==> src/pkg/qld_pkg.sv <==
// Package: constants and carrier types of the quad low-side driver control block
// Functional notes
// - There are four output channels, each with its own switch and its own protection state.
// - Outputs conduct only while the active-low output enable is low.
// - A floating output enable reads low, so outputs default to enabled.
// - A high reset input clears all internal logic, protection and fault state included.
// - While reset is high every other control input is ignored.
// - A floating reset input reads low, so the device is not held in reset.
// - The device makes its own reset at power-up.
// - A current limit lasting past the 3.5 us deglitch disables that driver and pulls fault low.
// - After an overcurrent trip the driver stays off for 1.2 ms, then the fault clears itself.
// - Reset or a power cycle clears an overcurrent fault at once.
// - Overtemperature turns off all switches and pulls fault low.
// - When overtemperature clears, operation and the fault line recover on their own.
// - Supply undervoltage disables everything and resets the internal logic.
// - Operation resumes once the supply is back above the lockout threshold.
// - Each channel input steers only its own output.
package qld_pkg;

  localparam int unsigned CHANNELS = 4;
  localparam int unsigned CLK_HZ   = 10_000_000;

  // Times in nanoseconds as printed
  localparam longint unsigned DEGLITCH_NS = 3_500;
  localparam longint unsigned RETRY_NS    = 1_200_000;
  localparam longint unsigned CLK_NS      = 1_000_000_000 / CLK_HZ;

  // Deglitch is a least time: round up; retry likewise held at least as long
  localparam int unsigned DEGLITCH_CYC = int'((DEGLITCH_NS + CLK_NS - 1) / CLK_NS);
  localparam int unsigned RETRY_CYC    = int'((RETRY_NS + CLK_NS - 1) / CLK_NS);

  localparam int unsigned CNT_W = 14;

  localparam logic [CNT_W-1:0] CNT_ZERO = 14'h0000;
  localparam logic [CNT_W-1:0] CNT_ONE  = 14'h0001;

  typedef enum logic [2:0] {
    QLD_RUN   = 3'h1,
    QLD_TRIP  = 3'h2,
    QLD_RETRY = 3'h4
  } qld_chan_state_t;

  // Per-channel protection state
  typedef struct packed {
    qld_chan_state_t  state;
    logic [CNT_W-1:0] cnt;
  } qld_chan_t;

  // Analog monitor indications
  typedef struct packed {
    logic [CHANNELS-1:0] current_limit;
    logic                thermal_trip;
    logic                supply_low;
  } qld_sense_t;

endpackage

==> src/rtl/qld_control.sv <==
// Control and protection logic of a four-channel low-side switch
module qld_control #(
  parameter int unsigned DEGLITCH_CYCLES = qld_pkg::DEGLITCH_CYC,
  parameter int unsigned RETRY_CYCLES    = qld_pkg::RETRY_CYC
) (
  input  wire logic                          i_clk,
  input  wire logic                          i_reset_n,
  input  wire logic                          i_clk_en,
  input  wire logic                          i_reset,
  input  wire logic                          i_reset_oe,
  input  wire logic                          i_output_enable_n,
  input  wire logic                          i_output_enable_n_oe,
  input  wire logic [qld_pkg::CHANNELS-1:0]  i_channel_input,
  input  wire qld_pkg::qld_sense_t           i_sense,
  output logic      [qld_pkg::CHANNELS-1:0]  o_channel_output,
  output logic                               o_fault_flag_n,
  output logic                               o_fault_flag_n_oe,
  output logic      [qld_pkg::CHANNELS-1:0]  o_oc_fault
);

  // ****************************************
  // Input conditioning
  // ****************************************
  logic reset_pin;
  logic enable_n_pin;
  logic logic_reset;

  // Undriven pins read through internal pulldowns
  assign reset_pin    = i_reset_oe & i_reset;
  assign enable_n_pin = i_output_enable_n_oe & i_output_enable_n;
  // i_reset_n models power-up reset; supply low also clears all state
  assign logic_reset  = reset_pin | i_sense.supply_low;

  function automatic logic [qld_pkg::CNT_W-1:0] dec(input logic [qld_pkg::CNT_W-1:0] c);
    dec = (c == qld_pkg::CNT_ZERO) ? qld_pkg::CNT_ZERO : c - qld_pkg::CNT_ONE;
  endfunction

  localparam logic [qld_pkg::CNT_W-1:0] DEG_LOAD = qld_pkg::CNT_W'(DEGLITCH_CYCLES);
  localparam logic [qld_pkg::CNT_W-1:0] RET_LOAD = qld_pkg::CNT_W'(RETRY_CYCLES - 1);

  // ****************************************
  // Per-channel protection
  // ****************************************
  qld_pkg::qld_chan_t chan      [qld_pkg::CHANNELS];
  qld_pkg::qld_chan_t next_chan [qld_pkg::CHANNELS];

  always_comb begin
    for (int i = 0; i < qld_pkg::CHANNELS; i++) begin
      next_chan[i] = chan[i];
      if (logic_reset) begin
        next_chan[i].state = qld_pkg::QLD_RUN;
        next_chan[i].cnt   = DEG_LOAD;
      end else begin
        case (chan[i].state)
          qld_pkg::QLD_RUN: begin
            if (!i_sense.current_limit[i]) begin
              next_chan[i].cnt = DEG_LOAD;
            end else if (chan[i].cnt == qld_pkg::CNT_ONE) begin
              // Limit held a full deglitch interval
              next_chan[i].state = qld_pkg::QLD_RETRY;
              next_chan[i].cnt   = RET_LOAD;
            end else begin
              next_chan[i].cnt = dec(chan[i].cnt);
            end
          end
          qld_pkg::QLD_RETRY: begin
            if (chan[i].cnt == qld_pkg::CNT_ZERO) begin
              next_chan[i].state = qld_pkg::QLD_RUN;
              next_chan[i].cnt   = DEG_LOAD;
            end else begin
              next_chan[i].cnt = dec(chan[i].cnt);
            end
          end
          default: begin
            next_chan[i].state = qld_pkg::QLD_RUN;
            next_chan[i].cnt   = DEG_LOAD;
          end
        endcase
      end
    end
  end

  always_ff @(posedge i_clk or negedge i_reset_n) begin
    if (!i_reset_n) begin
      for (int i = 0; i < qld_pkg::CHANNELS; i++) begin
        chan[i] <= '{state: qld_pkg::QLD_RUN, cnt: DEG_LOAD};
      end
    end else if (i_clk_en) begin
      for (int i = 0; i < qld_pkg::CHANNELS; i++) begin
        chan[i] <= next_chan[i];
      end
    end
  end

  // ****************************************
  // Output drive and fault line
  // ****************************************
  logic [qld_pkg::CHANNELS-1:0] oc_active;
  logic [qld_pkg::CHANNELS-1:0] next_out;
  logic                         next_fault_n;
  logic                         out_fault_n;
  logic [qld_pkg::CHANNELS-1:0] out_drive;

  always_comb begin
    for (int i = 0; i < qld_pkg::CHANNELS; i++) begin
      oc_active[i] = (chan[i].state == qld_pkg::QLD_RETRY);
    end
    // Reset masks every control input; thermal trip kills all switches
    if (logic_reset || enable_n_pin || i_sense.thermal_trip) begin
      next_out = '0;
    end else begin
      next_out = i_channel_input & ~oc_active;
    end
    // Fault pulled low only while a trip is live
    next_fault_n = ~((|oc_active) | i_sense.thermal_trip) | logic_reset;
  end

  always_ff @(posedge i_clk or negedge i_reset_n) begin
    if (!i_reset_n) begin
      out_drive   <= '0;
      out_fault_n <= 1'b1;
    end else if (i_clk_en) begin
      out_drive   <= next_out;
      out_fault_n <= next_fault_n;
    end
  end

  assign o_channel_output  = out_drive;
  assign o_fault_flag_n    = out_fault_n;
  assign o_fault_flag_n_oe = ~out_fault_n;
  assign o_oc_fault        = oc_active;

  // ****************************************
  // Checker helpers
  // ****************************************
  // Run lengths of the limit and of the retry hold, per channel; counting here
  // keeps the timing checks short instead of unrolling thousands of cycles
  logic [qld_pkg::CNT_W-1:0] limit_run      [qld_pkg::CHANNELS];
  logic [qld_pkg::CNT_W-1:0] next_limit_run [qld_pkg::CHANNELS];
  logic [qld_pkg::CNT_W-1:0] retry_run      [qld_pkg::CHANNELS];
  logic [qld_pkg::CNT_W-1:0] next_retry_run [qld_pkg::CHANNELS];

  localparam logic [qld_pkg::CNT_W-1:0] RET_FULL = qld_pkg::CNT_W'(RETRY_CYCLES);

  // Saturates so a stuck limit cannot wrap the run length
  function automatic logic [qld_pkg::CNT_W-1:0] inc(input logic [qld_pkg::CNT_W-1:0] c);
    inc = (c == '1) ? c : c + qld_pkg::CNT_ONE;
  endfunction

  always_comb begin
    for (int i = 0; i < qld_pkg::CHANNELS; i++) begin
      next_limit_run[i] = qld_pkg::CNT_ZERO;
      next_retry_run[i] = qld_pkg::CNT_ZERO;
      if (!logic_reset && !oc_active[i] && i_sense.current_limit[i]) begin
        next_limit_run[i] = inc(limit_run[i]);
      end
      if (!logic_reset && oc_active[i]) begin
        next_retry_run[i] = inc(retry_run[i]);
      end
    end
  end

  always_ff @(posedge i_clk or negedge i_reset_n) begin
    if (!i_reset_n) begin
      for (int i = 0; i < qld_pkg::CHANNELS; i++) begin
        limit_run[i] <= qld_pkg::CNT_ZERO;
        retry_run[i] <= qld_pkg::CNT_ZERO;
      end
    end else if (i_clk_en) begin
      for (int i = 0; i < qld_pkg::CHANNELS; i++) begin
        limit_run[i] <= next_limit_run[i];
        retry_run[i] <= next_retry_run[i];
      end
    end
  end

  // ****************************************
  // Assertions
  // ****************************************
  property p_trip_off;
    @(posedge i_clk) disable iff (!i_reset_n)
      (i_clk_en && !logic_reset && i_sense.thermal_trip)
        |=> (o_channel_output == '0) && !o_fault_flag_n;
  endproperty
  a_trip_off: assert property (p_trip_off) else $error("thermal trip left outputs on");

  property p_enable_off;
    @(posedge i_clk) disable iff (!i_reset_n)
      (i_clk_en && enable_n_pin) |=> (o_channel_output == '0);
  endproperty
  a_enable_off: assert property (p_enable_off) else $error("output on while disabled");

  property p_reset_off;
    @(posedge i_clk) disable iff (!i_reset_n)
      (i_clk_en && logic_reset) |=> (o_channel_output == '0) && o_fault_flag_n && (o_oc_fault == '0);
  endproperty
  a_reset_off: assert property (p_reset_off) else $error("reset did not clear state");

  property p_follow;
    @(posedge i_clk) disable iff (!i_reset_n)
      (i_clk_en && !logic_reset && !enable_n_pin && !i_sense.thermal_trip && oc_active == '0)
        |=> (o_channel_output == $past(i_channel_input));
  endproperty
  a_follow: assert property (p_follow) else $error("output does not follow input");

  property p_oc_fault;
    @(posedge i_clk) disable iff (!i_reset_n)
      (i_clk_en && !logic_reset && $rose(|oc_active)) |=> !o_fault_flag_n;
  endproperty
  a_oc_fault: assert property (p_oc_fault) else $error("fault line not pulled");

  property p_release;
    @(posedge i_clk) disable iff (!i_reset_n)
      (i_clk_en && oc_active == '0 && !i_sense.thermal_trip) |=> o_fault_flag_n;
  endproperty
  a_release: assert property (p_release) else $error("fault line held without fault");

  property p_oe_pair;
    @(posedge i_clk) disable iff (!i_reset_n)
      o_fault_flag_n_oe == !o_fault_flag_n;
  endproperty
  a_oe_pair: assert property (p_oe_pair) else $error("fault enable mismatch");

  property p_no_early_trip;
    @(posedge i_clk) disable iff (!i_reset_n)
      (!i_sense.current_limit[0] && i_clk_en) |=> !$rose(oc_active[0]);
  endproperty
  a_no_early_trip: assert property (p_no_early_trip) else $error("trip without limit");

  property p_freeze;
    @(posedge i_clk) disable iff (!i_reset_n)
      !i_clk_en |=> $stable(o_channel_output) && $stable(o_fault_flag_n)
        && $stable(o_oc_fault);
  endproperty
  a_freeze: assert property (p_freeze) else $error("state moved while clock enable low");

  property p_oc_off;
    @(posedge i_clk) disable iff (!i_reset_n)
      i_clk_en |=> ((o_channel_output & $past(oc_active)) == '0);
  endproperty
  a_oc_off: assert property (p_oc_off) else $error("driver on during retry hold");

  property p_supply;
    @(posedge i_clk) disable iff (!i_reset_n)
      (i_clk_en && i_sense.supply_low)
        |=> (o_channel_output == '0) && (o_oc_fault == '0) && o_fault_flag_n;
  endproperty
  a_supply: assert property (p_supply) else $error("supply low left logic running");

  property p_float_enable;
    @(posedge i_clk) disable iff (!i_reset_n)
      (i_clk_en && !i_output_enable_n_oe && !logic_reset && !i_sense.thermal_trip
        && (oc_active == '0)) |=> (o_channel_output == $past(i_channel_input));
  endproperty
  a_float_enable: assert property (p_float_enable) else $error("enable pulldown lost");

  property p_float_reset;
    @(posedge i_clk) disable iff (!i_reset_n)
      (i_clk_en && !i_reset_oe && !i_sense.supply_low && !enable_n_pin
        && !i_sense.thermal_trip && (oc_active == '0))
        |=> (o_channel_output == $past(i_channel_input));
  endproperty
  a_float_reset: assert property (p_float_reset) else $error("reset pulldown lost");

  property p_resume;
    @(posedge i_clk) disable iff (!i_reset_n)
      (i_clk_en && $fell(i_sense.supply_low) && !reset_pin && !enable_n_pin
        && !i_sense.thermal_trip && (oc_active == '0))
        |=> (o_channel_output == $past(i_channel_input));
  endproperty
  a_resume: assert property (p_resume) else $error("no resume after supply recovery");

  property p_heat_release;
    @(posedge i_clk) disable iff (!i_reset_n)
      (i_clk_en && $fell(i_sense.thermal_trip) && !logic_reset && !enable_n_pin
        && (oc_active == '0))
        |=> o_fault_flag_n && (o_channel_output == $past(i_channel_input));
  endproperty
  a_heat_release: assert property (p_heat_release) else $error("no thermal resume");

  // Timing checks per channel
  for (genvar g = 0; g < qld_pkg::CHANNELS; g++) begin : g_chan
    property p_deglitch_len;
      @(posedge i_clk) disable iff (!i_reset_n)
        $rose(oc_active[g]) |-> (limit_run[g] == DEG_LOAD);
    endproperty
    a_deglitch_len: assert property (p_deglitch_len) else $error("trip timing off");

    property p_retry_max;
      @(posedge i_clk) disable iff (!i_reset_n)
        oc_active[g] |-> (retry_run[g] < RET_FULL);
    endproperty
    a_retry_max: assert property (p_retry_max) else $error("retry hold overran");

    property p_retry_len;
      @(posedge i_clk) disable iff (!i_reset_n)
        ($fell(oc_active[g]) && (retry_run[g] != qld_pkg::CNT_ZERO))
          |-> (retry_run[g] == RET_FULL);
    endproperty
    a_retry_len: assert property (p_retry_len) else $error("retry hold cut short");
  end

  c_trip:   cover property (@(posedge i_clk) disable iff (!i_reset_n) $rose(oc_active[0]));
  c_recover: cover property (@(posedge i_clk) disable iff (!i_reset_n) $fell(oc_active[0]));
  c_thermal: cover property (@(posedge i_clk) disable iff (!i_reset_n) $fell(i_sense.thermal_trip));
  c_drive:  cover property (@(posedge i_clk) disable iff (!i_reset_n) o_channel_output == 4'hF);
  c_frozen: cover property (@(posedge i_clk) disable iff (!i_reset_n) !i_clk_en);

endmodule

==> config.mk <==
export PLATFORM = sky130hd
export DESIGN_NAME = qld_control
export DESIGN_NICKNAME = d
export VERILOG_FILES = /design/src/pkg/qld_pkg.sv /design/src/rtl/qld_control.sv
export SDC_FILE = /design/constraint.sdc
export NUM_CORES = 1
export LEC_CHECK = 0
export ABC_CLOCK_PERIOD_IN_PS = 3250
export BUFFER_PORTS_ARGS = -buffer_cell sky130_fd_sc_hd__buf_2
export CELL_PAD_IN_SITES_DETAIL_PLACEMENT = 1
export CELL_PAD_IN_SITES_GLOBAL_PLACEMENT = 2
export CORE_UTILIZATION = 38
export CTS_CLUSTER_DIAMETER = 30
export DETAILED_ROUTE_END_ITERATION = 10
export PLACE_DENSITY = 0.78
export SLEW_MARGIN = 40
export SYNTH_ARGS = -nofsm -noshare
export SYNTH_HDL_FRONTEND = slang
export SYNTH_SLANG_ARGS = --single-unit
export TNS_END_PERCENT = 5
==> constraint.sdc <==
create_clock -name i_clk -period 3.25 [get_ports i_clk]
set_input_delay 0.4875 -clock i_clk [delete_from_list [all_inputs] [get_ports i_clk]]
set_output_delay 0.4875 -clock i_clk [all_outputs]
set_load 0.1 [all_outputs]
# --- Word-level counts from Yosys, hierarchy flattened ---
# Index checks and enable logic that the tools add are counted.
totals:
  ff_bits: 73
  elab_cells: 95
classes:
  addsub: 4
  n_eq_ne: 24
  mux: 37
  bitwise: 9
  reduce_logical: 11
op_table:
  columns: ["op", "count"]
  rows:
  - ["14-bit two-way mux", 16]
  - ["17-bit case mux with 2 select lines", 4]
  - ["17-bit two-way mux", 4]
  - ["14-bit by 1-bit == test with 1-bit output (second input constant)", 4]
  - ["14-bit logical NOT", 4]
  - ["14-bit by 1-bit subtractor with 14-bit output (second input constant)", 4]
  - ["3-bit two-way mux", 12]
  - ["3-bit inequality test (second input constant)", 8]
  - ["4-bit AND reduction", 4]
  - ["3-bit by 1-bit == test with 1-bit output (second input constant)", 4]
  - ["3-bit == test (second input constant)", 4]
  - ["3-bit by 1-bit inequality test with 1-bit output (second input constant)", 4]
  - ["4-bit bitwise AND", 1]
  - ["4-bit two-way mux", 1]
  - ["4-bit inverter", 1]
  - ["4-bit OR reduction", 1]
  - ["1-bit OR", 3]
  - ["1-bit bitwise AND", 2]
  - ["1-bit logical OR", 2]
  - ["1-bit inverter", 2]

# --- Logic depth before layout (Yosys ltp) ---
# Gate-level depths: netlist of run 1.
depth:
  ltp_word: 6
  ltp_mapped: 9
  mapped_depth_nobuf: 7

# --- Least setup slack after synthesis of run 1 ---
# Ideal clock, no wire load.
synth_timing:
  path_type: "register to register"
  from: "reg chan[31] (netlist name)"
  to: "reg chan[26] (netlist name)"
  arrival_ns: 2.785
  path_slack_ns: 0.349
  path_stages_with_launch: 10
  n_path_buf: 2
  synth_period_minus_slack_ns: 2.901
  cell_sequence: "dfstp_2 -> inv_1 -> ha_1 -> clkbuf_1 -> a21oi_1 -> or4_1 -> clkbuf_1 -> nor2_1 -> nand2_1 -> o311ai_0"
synth_between:
  elab_chain_len: 3
  word_cells_on_any_way: 4
synth_rtl:
  columns: ["item", "line_no", "text"]
  rows:
  - ["from (decl)", "qld_control.sv:44", "qld_pkg::qld_chan_t chan [qld_pkg::CHANNELS];"]
  - ["from (signal, indexed assignment)", "qld_control.sv:86", "chan[i] <= '{state: qld_pkg::QLD_RUN, cnt: DEG_LOAD};"]
  - ["from (signal, indexed assignment)", "qld_control.sv:90", "chan[i] <= next_chan[i];"]
  - ["3-bit == test", null, null]
  - ["net o_oc_fault, one bit", "qld_control.sv:18", "output logic [qld_pkg::CHANNELS-1:0] o_oc_fault"]
  - ["17-bit case mux with 2 select lines", "qld_control.sv:54", "case (chan[i].state)"]
  - ["17-bit two-way mux", "qld_control.sv:50", "if (logic_reset) begin"]
# The timed path passes the listed nets, and every way through them passes these cells.
# A chain may end at the register's enable or synchronous reset.

# --- Worst setup path after layout of run 1 ---
layout_timing:
  from: "reg chan[58] (netlist name)"
  to: "reg chan[63] (netlist name)"
layout_between:
  elab_chain_len: 6
  word_cells_on_any_way: 9
layout_rtl:
  columns: ["item", "line_no", "text"]
  rows:
  - ["14-bit by 1-bit subtractor with 14-bit output or 14-bit logical NOT (tied branches)", "qld_control.sv:35, qld_control.sv:67", null]
  - ["14-bit two-way mux", "qld_control.sv:35", "dec = (c == qld_pkg::CNT_ZERO) ? qld_pkg::CNT_ZERO : c - qld_pkg::CNT_ONE;"]
  - ["14-bit two-way mux", "qld_control.sv:58", "end else if (chan[i].cnt == qld_pkg::CNT_ONE) begin"]
  - ["14-bit two-way mux", "qld_control.sv:56", "if (!i_sense.current_limit[i]) begin"]
  - ["17-bit case mux with 2 select lines (*)", "qld_control.sv:54", null]
  - ["17-bit two-way mux (*)", "qld_control.sv:50", null]
# Every way passes the cells marked *; elsewhere a longest branch is shown, timed or not.

==> results of run 1 <==
-- cell usage in the layout (no fill, tap or decap), types with 4 or more instances in the layout --
master and count:
o21ai_0 52, dfrtp_1 52, nor2_1 44, nor3_1 43
nand2_1 38, inv_1 28, buf_2 25, a21oi_1 24
ha_1 24, nor4_1 18, dfstp_2 17, or3_1 15
buf_4 12, or4_1 11, nand3_1 11, nand2b_1 10
o211ai_1 10, o31ai_1 9, o2bb2ai_1 9, or2_2 9
clkbuf_16 9, o311ai_0 8, a211oi_1 7, a31oi_1 6
nand4_1 6, nor3b_1 5, or4b_2 5, a22o_1 5
o22ai_1 4, a21o_1 4
-- power breakdown --
part           switching, mW  internal [mW]
sequential            0.0199          0.889
combinational          0.215         0.0978
clock                  0.395          0.712
-- state kept, by name (all words and copies together), names as in the netlist --
register / cells
o_fault_flag_n: 1
chan: 64
o_channel_output: 4
-- cell families (layout without fill, tap and decap cells) --
logic type | Yosys count | in the layout | synth area share (%)
AOI/OAI and AO/OA | 174 | 174 | 24.4
xor gates and xnor gates | 6 | 6 | 1.09
adders and majority gates | 24 | 24 | 6.20
buffers and inverters | 61 | 82 | 4.83
DFF | 69 | 69 | 36.1
muxes | 3 | 3 | 0.646
and+or+nand+nor | 238 | 238 | 26.8
-- area by class of cell --
| type | instances | area (sq um) |
|---|---|---|
| Clock buffer | 12 | 256 |
| Clock inverter | 4 | 70.1 |
| Fill cell | 1482 | 6730 |
| Inverter | 28 | 105 |
| Multi-Input combinational cell | 445 | 2870 |
| Sequential cell | 69 | 1750 |
| Tap cell | 168 | 210 |
| Timing Repair Buffer | 38 | 226 |
-- per-layer routing --
layer / up-vias / wire (um) / GRT usage (%)
li1: 2204 / - / -
met2: 60 / 7000 / 40.6
met3: 18 / 309 / 3.00
met5: - / 0 / 0
met1: 2355 / 7140 / 31.6
met4: 0 / 267 / 9.26
-- critical path, delay by kind of cell, from the launching register on --
kind | cells | cell delay, ns
AO/OA/AOI/OAI | 1 | 0.74
AND/OR/NAND/NOR | 3 | 1.14
flip-flops | 1 | 0.45
multiplexers | 1 | 0.26
-- final timing paths --
kind	start	endpoint	slack, ns	cells past startpoint
max	chan[58]	chan[63]	0.54	5
min	i_reset_n	chan[13]	0.15	1
max reg2reg	chan[58]	chan[63]	0.54	5
min reg2reg	o_fault_flag_n	o_fault_flag_n	0.48	2
max in group asynchronous	i_reset_n	chan[53]	2.60	1
min in group i_clk	i_channel_input[3]	o_channel_output[3]	0.38	3
-- stage by stage --
stage	setup WS [ns]	hold slack (ns)	cell area (sq um)
floorplan	0.349	0.192	4840
CTS	0.571	0.191	5480
global placement	0.624	0.463	5150
finish	0.545	0.152	5480
global route	0.320	0.223	5480
detailed placement	0.531	0.473	5160
==> metrics.txt, run 1 <==
# TYPE chip_impl_metric gauge
chip_impl_metric{name="worst-slew-pin-transition",unit="ns"} 0.756
chip_impl_metric{name="synth_cells",unit=""} 575
chip_impl_metric{name="clock_transition_at_the_registers_of_the_reported_paths",unit="ns"} 0.06
chip_impl_metric{name="synth_top_area_share",unit="%"} 26.9
chip_impl_metric{name="yosysSeqAreaShare",unit="%"} 36.1
chip_impl_metric{name="path_max_fanout",unit=""} 8
chip_impl_info{name="grt_setup_unrepaired",value="false"} 1
chip_impl_metric{name="design.portCount",unit=""} 27
chip_impl_metric{name="setup_tns_final",unit="ns"} 0
chip_impl_metric{name="crit_required",unit="ns"} 3.48
chip_impl_metric{name="critical_path.max_stage_delay",unit="ns"} 0.74
chip_impl_metric{name="maxClockFrequency",unit="MHz"} 370
chip_impl_metric{name="maxCapViolations",unit=""} 0
chip_impl_metric{name="leakagePower",unit="nW"} 2.36
chip_impl_info{name="timing.hold.worst.class",value="in2async"} 1
chip_impl_metric{name="skew",unit="ns"} 0.00558
chip_impl_metric{name="place.detailed.hpwl",unit="um"} 10500
chip_impl_metric{name="insertedDiodeCount",unit=""} 0
chip_impl_info{name="critical_path.slowest_cell",value="o311ai_0"} 1
chip_impl_metric{name="finish.cell_count_without_fillers",unit=""} 764
chip_impl_info{name="cts_root_buf",value="clkbuf_16"} 1
chip_impl_metric{name="numClockSinks",unit=""} 69
chip_impl_metric{name="cts_inserted_buffers",unit=""} 9
chip_impl_metric{name="drt-total-wl",unit="um"} 14700
chip_impl_info{name="worst_setup_path_start_kind",value="flip-flop"} 1
chip_impl_metric{name="track_usage",unit="%"} 24.1
chip_impl_metric{name="synth_enable_flop_cells",unit=""} 0
chip_impl_metric{name="grt_pass1_vias",unit=""} 4801
chip_impl_metric{name="post_cts.repair.setup_buffers",unit=""} 0
chip_impl_metric{name="place.detailed.instances",unit=""} 748
chip_impl_metric{name="post_cts_hold_buffers",unit=""} 0
chip_impl_metric{name="slew_limit_headroom",unit="%"} 49.0
chip_impl_metric{name="finalNetCount",unit=""} 632
chip_impl_metric{name="power-per-cell-area",unit="mW/mm^2"} 425
chip_impl_info{name="tritoncts",value="built"} 1
chip_impl_info{name="synth_top_cells_by_count",value="dfrtp_1, o21ai_0, nor2_1"} 1
chip_impl_info{name="post_synth_main_area_contributors",value="dfrtp_1, dfstp_2, ha_1, o21ai_0, nor3_1"} 1
chip_impl_metric{name="synth_area_per_cell",unit="sq um"} 8.42
chip_impl_metric{name="firstDrtPassIters",unit=""} 4
chip_impl_metric{name="syn2layout_area_growth",unit="%"} 13.2
chip_impl_metric{name="dieArea",unit="sq mm"} 0.0132
chip_impl_metric{name="report.final.setup_viol",unit=""} 0
chip_impl_metric{name="clock_tree.buffer_depth",unit=""} 2
chip_impl_metric{name="share_of_flip_flops_with_an_asynchronous_set_or_reset",unit="%"} 100
chip_impl_metric{name="total_global_routing_overflow",unit=""} 0
chip_impl_metric{name="finish.utilization",unit="%"} 44.9
chip_impl_metric{name="drt_iter0_drc",unit=""} 182
chip_impl_metric{name="ys.warnings.count",unit=""} 0
chip_impl_metric{name="worst-endpoint-arrival",unit="ns"} 2.94
chip_impl_metric{name="floorplan.rows",unit=""} 40
chip_impl_metric{name="postSynthRegisterBits",unit=""} 69
chip_impl_metric{name="placement.io_buffers",unit=""} 26
chip_impl_metric{name="fp.dieW",unit="um"} 115
chip_impl_metric{name="cts_repair_resize_count",unit=""} 0
chip_impl_metric{name="grt_start_max_net_pins",unit=""} 70
chip_impl_metric{name="min_period",unit="ns"} 2.71
chip_impl_info{name="sequence_of_cells_on_the_critical_path",value="nor4_1 -> nand4_1 -> o311ai_0 -> and2b_1 -> mux2_2"} 1
chip_impl_metric{name="vdd_drop_max",unit="mV"} 0.222
chip_impl_metric{name="avgRoutedWirePerCell",unit="um"} 19.3
chip_impl_metric{name="antenna_found_initial",unit=""} 0
chip_impl_metric{name="routed_via_density",unit=""} 6.07
chip_impl_metric{name="hold_viol_final",unit=""} 0
chip_impl_metric{name="post_route_cells_drive_above_1_share",unit="%"} 15.4
chip_impl_metric{name="maxSlewViolCount",unit=""} 0
chip_impl_metric{name="initial_utilization",unit="%"} 39.7
chip_impl_metric{name="post_synthesis_cell_area",unit="sq mm"} 0.00484
chip_impl_info{name="worst-setup-path-type",value="reg2reg"} 1
chip_impl_info{name="synth_flop_cell",value="dfrtp_1"} 1
chip_impl_metric{name="worst_skew_pair.late_latency",unit="ns"} 0.35
chip_impl_metric{name="die_h",unit="um"} 115
chip_impl_metric{name="synth.distinct_cells",unit=""} 68
chip_impl_info{name="run_status",value="completed"} 1
chip_impl_metric{name="synth_nets",unit=""} 616
chip_impl_metric{name="antenna_left",unit=""} 0
chip_impl_info{name="critPathCaptureType",value="flip-flop"} 1
chip_impl_metric{name="clock_tree.htree_level_count",unit=""} 3
chip_impl_metric{name="fin_total_pwr",unit="mW"} 2.33
chip_impl_metric{name="drc_errors",unit=""} 0
chip_impl_metric{name="gp_congestion",unit=""} 0.859
chip_impl_metric{name="post-route-period-util",unit="%"} 83.2
chip_impl_info{name="post_synth_top_area_cell",value="dfrtp_1"} 1
chip_impl_metric{name="grt_first_pass_wirelength",unit="um"} 24800
chip_impl_metric{name="vias",unit=""} 4637
chip_impl_metric{name="floorplan.core_area",unit="sq mm"} 0.0122
No activity file was read; power rests on OpenSTA's default activity.
==> run 2: changes to the inputs <==
- ABC_CLOCK_PERIOD_IN_PS: 3250 -> 2300
- CORE_UTILIZATION: 38 -> 34
- PLACE_DENSITY: 0.78 -> 0.74
- clock period: 3.25 -> 2.3 ns (I/O delays scaled with it)
==> metrics.txt, run 2 (same netlist as run 1, synthesis figures left out) <==
# TYPE chip_impl_metric gauge
chip_impl_metric{name="path_max_fanout",unit=""} 6
chip_impl_metric{name="setup_ws",unit="ns"} 0.0603
chip_impl_metric{name="avgRoutedWirePerCell",unit="um"} 19.3
chip_impl_metric{name="drt-total-wl",unit="um"} 16600
chip_impl_metric{name="track_usage",unit="%"} 23.7
chip_impl_metric{name="floorplan.rows",unit=""} 43
chip_impl_metric{name="post_route_cells_drive_above_1_share",unit="%"} 29.0
chip_impl_metric{name="layout.filler_cells",unit=""} 1648
chip_impl_metric{name="min_period",unit="ns"} 2.24
chip_impl_metric{name="leakagePower",unit="nW"} 2.73
chip_impl_info{name="final_cell_mix",value="buf_4, dfrtp_1, o21ai_0"} 1
chip_impl_info{name="tritoncts",value="built"} 1
chip_impl_metric{name="placement.io_buffers",unit=""} 26
chip_impl_metric{name="hold_viol_final",unit=""} 0
chip_impl_metric{name="clock_tree.buffer_depth",unit=""} 2
chip_impl_metric{name="worst-endpoint-arrival",unit="ns"} 2.50
chip_impl_metric{name="drt_iter0_drc",unit=""} 235
chip_impl_metric{name="worst-slew-pin-transition",unit="ns"} 0.627
chip_impl_metric{name="total_global_routing_overflow",unit=""} 0
chip_impl_metric{name="dieArea",unit="sq mm"} 0.0147
chip_impl_info{name="grt_setup_unrepaired",value="true"} 1
chip_impl_metric{name="antenna_left",unit=""} 0
chip_impl_info{name="crit-reg2reg-capture",value="chan[9]"} 1
chip_impl_metric{name="layout.area.seq",unit="sq mm"} 0.00175
chip_impl_info{name="worst-setup-path-type",value="reg2reg"} 1
chip_impl_metric{name="post_cts_hold_buffers",unit=""} 0
chip_impl_metric{name="post-route-period-util",unit="%"} 97.4
chip_impl_metric{name="setup.reg_to_reg.worst_slack",unit="ns"} 0.06
chip_impl_metric{name="syn2layout_area_growth",unit="%"} 29.1
chip_impl_metric{name="antenna_found_initial",unit=""} 0
chip_impl_metric{name="crit_required",unit="ns"} 2.56
chip_impl_metric{name="report.final.setup_viol",unit=""} 0
chip_impl_metric{name="floorplan.core_area",unit="sq mm"} 0.0139
chip_impl_metric{name="clock_transition_at_the_registers_of_the_reported_paths",unit="ns"} 0.06
chip_impl_metric{name="design.portCount",unit=""} 27
chip_impl_metric{name="firstDrtPassIters",unit=""} 4
chip_impl_metric{name="vdd_drop_max",unit="mV"} 0.348
chip_impl_metric{name="initial_utilization",unit="%"} 34.9
chip_impl_metric{name="grt_pass1_vias",unit=""} 5213
chip_impl_metric{name="placement.setup.worst_slack",unit="ns"} -0.237
chip_impl_info{name="final_common_cell",value="buf_4"} 1
chip_impl_info{name="run_status",value="completed"} 1
chip_impl_metric{name="fin_total_pwr",unit="mW"} 3.16
chip_impl_info{name="critPathCaptureType",value="flip-flop"} 1
chip_impl_info{name="r2r-start",value="chan[14]"} 1
chip_impl_metric{name="grt_start_max_net_pins",unit=""} 43
chip_impl_metric{name="multi_input_gate_area",unit="sq mm"} 0.00301
chip_impl_metric{name="worst-r2r-cell-count",unit=""} 6
chip_impl_metric{name="maxCapViolations",unit=""} 0
chip_impl_metric{name="power-per-cell-area",unit="mW/mm^2"} 505
chip_impl_metric{name="maxClockFrequency",unit="MHz"} 446
chip_impl_metric{name="clock_tree.htree_level_count",unit=""} 3
chip_impl_info{name="timing.hold.worst.class",value="in2async"} 1
chip_impl_metric{name="cts_inserted_buffers",unit=""} 9
chip_impl_metric{name="maxSlewViolCount",unit=""} 0
chip_impl_metric{name="insertedDiodeCount",unit=""} 0
chip_impl_metric{name="skew",unit="ns"} 0.00659
chip_impl_metric{name="largest_reg_flops",unit=""} 64
chip_impl_info{name="cts_root_buf",value="clkbuf_16"} 1
chip_impl_metric{name="slew_limit_headroom",unit="%"} 58.2
chip_impl_info{name="regMostFlops",value="chan"} 1
chip_impl_info{name="worst_setup_path_start_kind",value="flip-flop"} 1
chip_impl_metric{name="worst_skew_pair.late_latency",unit="ns"} 0.34
chip_impl_metric{name="die_h",unit="um"} 121
chip_impl_metric{name="routed_via_density",unit=""} 5.82
chip_impl_metric{name="drc_errors",unit=""} 0
chip_impl_metric{name="gp_congestion",unit=""} 0.850
chip_impl_metric{name="fp.dieW",unit="um"} 121
chip_impl_metric{name="numClockSinks",unit=""} 69
chip_impl_metric{name="vias",unit=""} 4984
chip_impl_metric{name="grt_first_pass_wirelength",unit="um"} 27200
chip_impl_metric{name="finalNetCount",unit=""} 713
chip_impl_metric{name="place.detailed.hpwl",unit="um"} 12100
## run 2: area by class of cell
type | instances | area share [%]
flip-flops and latches | 69 | 28.0
inverters | 28 | 1.68
clock buffers | 14 | 4.22
repair buffers | 119 | 14.3
clock inverters | 2 | 0.160
multi-input cells | 445 | 48.1
well taps | 180 | 3.60
## run 2: layer usage
layer  wire, um  vias to the layer above  part of all wire (%)  GRT usage, %
met5          0                        -                     0             0
met4        312                        0                   1.9          8.56
met3        485                       27                   2.9          2.87
met2       7980                       83                    48          39.0
met1       7780                     2502                    47          31.8
li1           -                     2372                     -             -
## run 2: how the worst max path moves through the flow
stage,to,cells past startpoint,from
3_3_place_gp,chan[6],8,chan[0]
5_1_grt,chan[31],8,chan[17]
6_report,chan[9],6,chan[14]
3_5_place_dp,chan[5],9,chan[0]
4_1_cts,chan[47],7,chan[48]
2_1_floorplan,chan[62],9,chan[65]
## run 2: critical path: stages, from the launching register on
cell and delay, ns:
dfstp_2 0.53, inv_1 0.07, ha_4 0.24, or4_4 0.57, or2_4 0.30, or3_1 0.35, o211ai_1 0.09
## run 2: where the power goes
group          leakage (nW)  switching, mW  internal, mW
clock network         0.137          0.561         0.788
logic                  1.69          0.330         0.192
registers             0.901         0.0274          1.26
total                  2.73          0.919          2.24
## run 2: through the flow
step           instances  TNS (ns)  instance area, sq um  hold slack (ns)  util (%)
2_1_floorplan        575    -0.692                  4880           0.0494         -
3_3_place_gp         834    -0.255                  5800            0.400      41.8
3_5_place_dp         834     -1.47                  5800            0.402      41.8
4_1_cts              852         0                  6130           0.0319      44.2
5_1_grt              857   -0.0735                  6250           0.0652      45.0
6_report             857         0                  6250           0.0191      45.0
## run 2: repair_timing
action / 4_1_cts / 5_1_grt
gates cloned: 0 / 1
buffers inserted: 2 / 4
setup endpoints to repair: 15 / 30
resized for setup: 12 / 25
pin swaps: 5 / 4
==> run 3: changes to the inputs <==
- ABC_CLOCK_PERIOD_IN_PS: 2300 -> 2100
- CORE_UTILIZATION: 34 -> 38
- PLACE_DENSITY: 0.74 -> 0.78
- clock period: 2.3 -> 2.1 ns (I/O delays scaled with it)
==> metrics.txt, run 3 (same netlist as run 1, synthesis figures left out) <==
# TYPE chip_impl_metric gauge
chip_impl_metric{name="drc_errors",unit=""} 0
chip_impl_metric{name="leakagePower",unit="nW"} 3.02
chip_impl_metric{name="clock_transition_at_the_registers_of_the_reported_paths",unit="ns"} 0.06
chip_impl_info{name="grt_setup_unrepaired",value="true"} 1
chip_impl_metric{name="worst-slew-pin-transition",unit="ns"} 0.514
chip_impl_metric{name="place.detailed.instances",unit=""} 874
chip_impl_metric{name="placement.io_buffers",unit=""} 26
chip_impl_metric{name="setup_tns_final",unit="ns"} -0.124
chip_impl_metric{name="design.portCount",unit=""} 27
chip_impl_metric{name="fin_total_pwr",unit="mW"} 3.56
chip_impl_info{name="tritoncts",value="built"} 1
chip_impl_metric{name="path_max_fanout",unit=""} 6
chip_impl_info{name="worst-setup-path-type",value="reg2reg"} 1
chip_impl_metric{name="finish.cell_count_without_fillers",unit=""} 893
chip_impl_metric{name="floorplan.core_area",unit="sq mm"} 0.0122
chip_impl_metric{name="antenna_found_initial",unit=""} 0
chip_impl_metric{name="finalNetCount",unit=""} 761
chip_impl_metric{name="routed_via_density",unit=""} 5.80
chip_impl_metric{name="dieArea",unit="sq mm"} 0.0132
chip_impl_metric{name="worst_hold_margin",unit="ns"} 0.206
chip_impl_metric{name="insertedDiodeCount",unit=""} 0
chip_impl_metric{name="largest_reg_flops",unit=""} 64
chip_impl_metric{name="post-route-period-util",unit="%"} 102
chip_impl_metric{name="skew",unit="ns"} 0.00880
chip_impl_metric{name="firstDrtPassIters",unit=""} 4
chip_impl_info{name="final_common_cell",value="buf_4"} 1
chip_impl_metric{name="hold_viol_final",unit=""} 0
chip_impl_info{name="cts_root_buf",value="clkbuf_16"} 1
chip_impl_metric{name="clock_tree.buffer_depth",unit=""} 2
chip_impl_metric{name="numClockSinks",unit=""} 69
chip_impl_metric{name="finalInstanceArea",unit="sq mm"} 0.00675
chip_impl_metric{name="gp_congestion",unit=""} 0.904
chip_impl_metric{name="cts_inserted_buffers",unit=""} 9
chip_impl_metric{name="setup_ws",unit="ns"} -0.0422
chip_impl_metric{name="report.final.setup_viol",unit=""} 8
chip_impl_metric{name="drt-total-wl",unit="um"} 17300
chip_impl_metric{name="layout.filler_cells",unit=""} 1466
chip_impl_info{name="run_status",value="finished with violations"} 1
chip_impl_metric{name="syn2layout_area_growth",unit="%"} 39.4
chip_impl_metric{name="place.detailed.hpwl",unit="um"} 12800
chip_impl_metric{name="worst-endpoint-arrival",unit="ns"} 2.39
chip_impl_metric{name="power-per-cell-area",unit="mW/mm^2"} 527
chip_impl_info{name="worst_setup_path_start_kind",value="flip-flop"} 1
chip_impl_metric{name="die_h",unit="um"} 115
chip_impl_metric{name="clock_tree.htree_level_count",unit=""} 3
chip_impl_info{name="failed_checks",value="setup timing"} 1
chip_impl_metric{name="maxSlewViolCount",unit=""} 0
chip_impl_metric{name="placement.setup.worst_slack",unit="ns"} -0.218
chip_impl_metric{name="initial_utilization",unit="%"} 39.7
chip_impl_info{name="critPathCaptureType",value="flip-flop"} 1
chip_impl_metric{name="worst_skew_pair.late_latency",unit="ns"} 0.35
chip_impl_info{name="final_cell_mix",value="buf_4, dfrtp_1, nor2_1"} 1
chip_impl_metric{name="post_route_cells_drive_above_1_share",unit="%"} 37.7
chip_impl_metric{name="slew_limit_headroom",unit="%"} 65.2
chip_impl_metric{name="floorplan.rows",unit=""} 40
chip_impl_metric{name="finish.utilization",unit="%"} 55.3
chip_impl_metric{name="placedInstanceArea",unit="sq mm"} 0.00621
chip_impl_metric{name="avgRoutedWirePerCell",unit="um"} 19.3
chip_impl_info{name="regMostFlops",value="chan"} 1
chip_impl_metric{name="total_global_routing_overflow",unit=""} 0
chip_impl_metric{name="maxClockFrequency",unit="MHz"} 467
chip_impl_metric{name="track_usage",unit="%"} 27.6
chip_impl_info{name="timing.hold.worst.class",value="in2reg"} 1
chip_impl_metric{name="maxCapViolations",unit=""} 0
chip_impl_metric{name="antenna_left",unit=""} 0
chip_impl_metric{name="grt_pass1_vias",unit=""} 5686
chip_impl_metric{name="grt_first_pass_wirelength",unit="um"} 28300
chip_impl_metric{name="vdd_drop_max",unit="mV"} 0.280
chip_impl_metric{name="crit_required",unit="ns"} 2.35
chip_impl_metric{name="min_period",unit="ns"} 2.14
chip_impl_metric{name="drt_iter0_drc",unit=""} 260
chip_impl_metric{name="fp.dieW",unit="um"} 115
chip_impl_metric{name="grt_start_max_net_pins",unit=""} 33
chip_impl_metric{name="vias",unit=""} 5183
-- run 3: worst paths after layout --
path                                startpoint             endpoint  slack (ns)  cells past startpoint
max                                   chan[48]             chan[47]       -0.04                      7
min                         i_channel_input[1]  o_channel_output[1]        0.21                      3
max reg2reg                           chan[48]             chan[47]       -0.04                      7
max in group asynchronous            i_reset_n             chan[18]        1.06                      3
min in group asynchronous            i_reset_n             chan[12]        0.40                      2
min reg2reg                o_channel_output[3]  o_channel_output[3]        0.48                      1
-- run 3: metal layers --
metal	up-vias	track usage, %	wire length, um
met5	-	0	0
met4	0	10.5	317
met3	23	3.69	441
met2	68	49.8	8740
met1	2626	33.3	7780
li1	2466	-	-
-- run 3: area by class of cell --
class / count / area [sq um] / area share [%]
clock buffers: 14 / 264 / 3.91
clock inverters: 2 / 10.0 / 0.148
inverters: 28 / 108 / 1.59
multi-input cells: 445 / 3190 / 47.3
flip-flops and latches: 69 / 1750 / 25.9
well taps: 168 / 210 / 3.11
repair buffers: 167 / 1220 / 18.0
-- run 3: report_power, final --
group / switching (mW) / leakage [nW] / internal, mW / total, mW
Clock: 0.618 / 0.137 / 0.863 / 1.48
Combinational: 0.395 / 1.98 / 0.273 / 0.668
Sequential: 0.0318 / 0.904 / 1.38 / 1.41
Total: 1.04 / 3.02 / 2.51 / 3.56
-- run 3: what timing repair did --
item,CTS,global route
gates resized for setup,35,39
setup buffers,2,0
hold endpoints to repair,16,0
hold buffers,1,0
setup endpoints to repair,47,54
pin swaps,6,4
-- run 3: worst max-delay path, stage by stage (launching register included) --
cell       delay, ns
dfstp_2         0.55
buf_4           0.12
ha_2            0.18
a21oi_1         0.09
or4_4           0.50
a2111oi_2       0.38
a41oi_1         0.09
o211ai_1        0.14
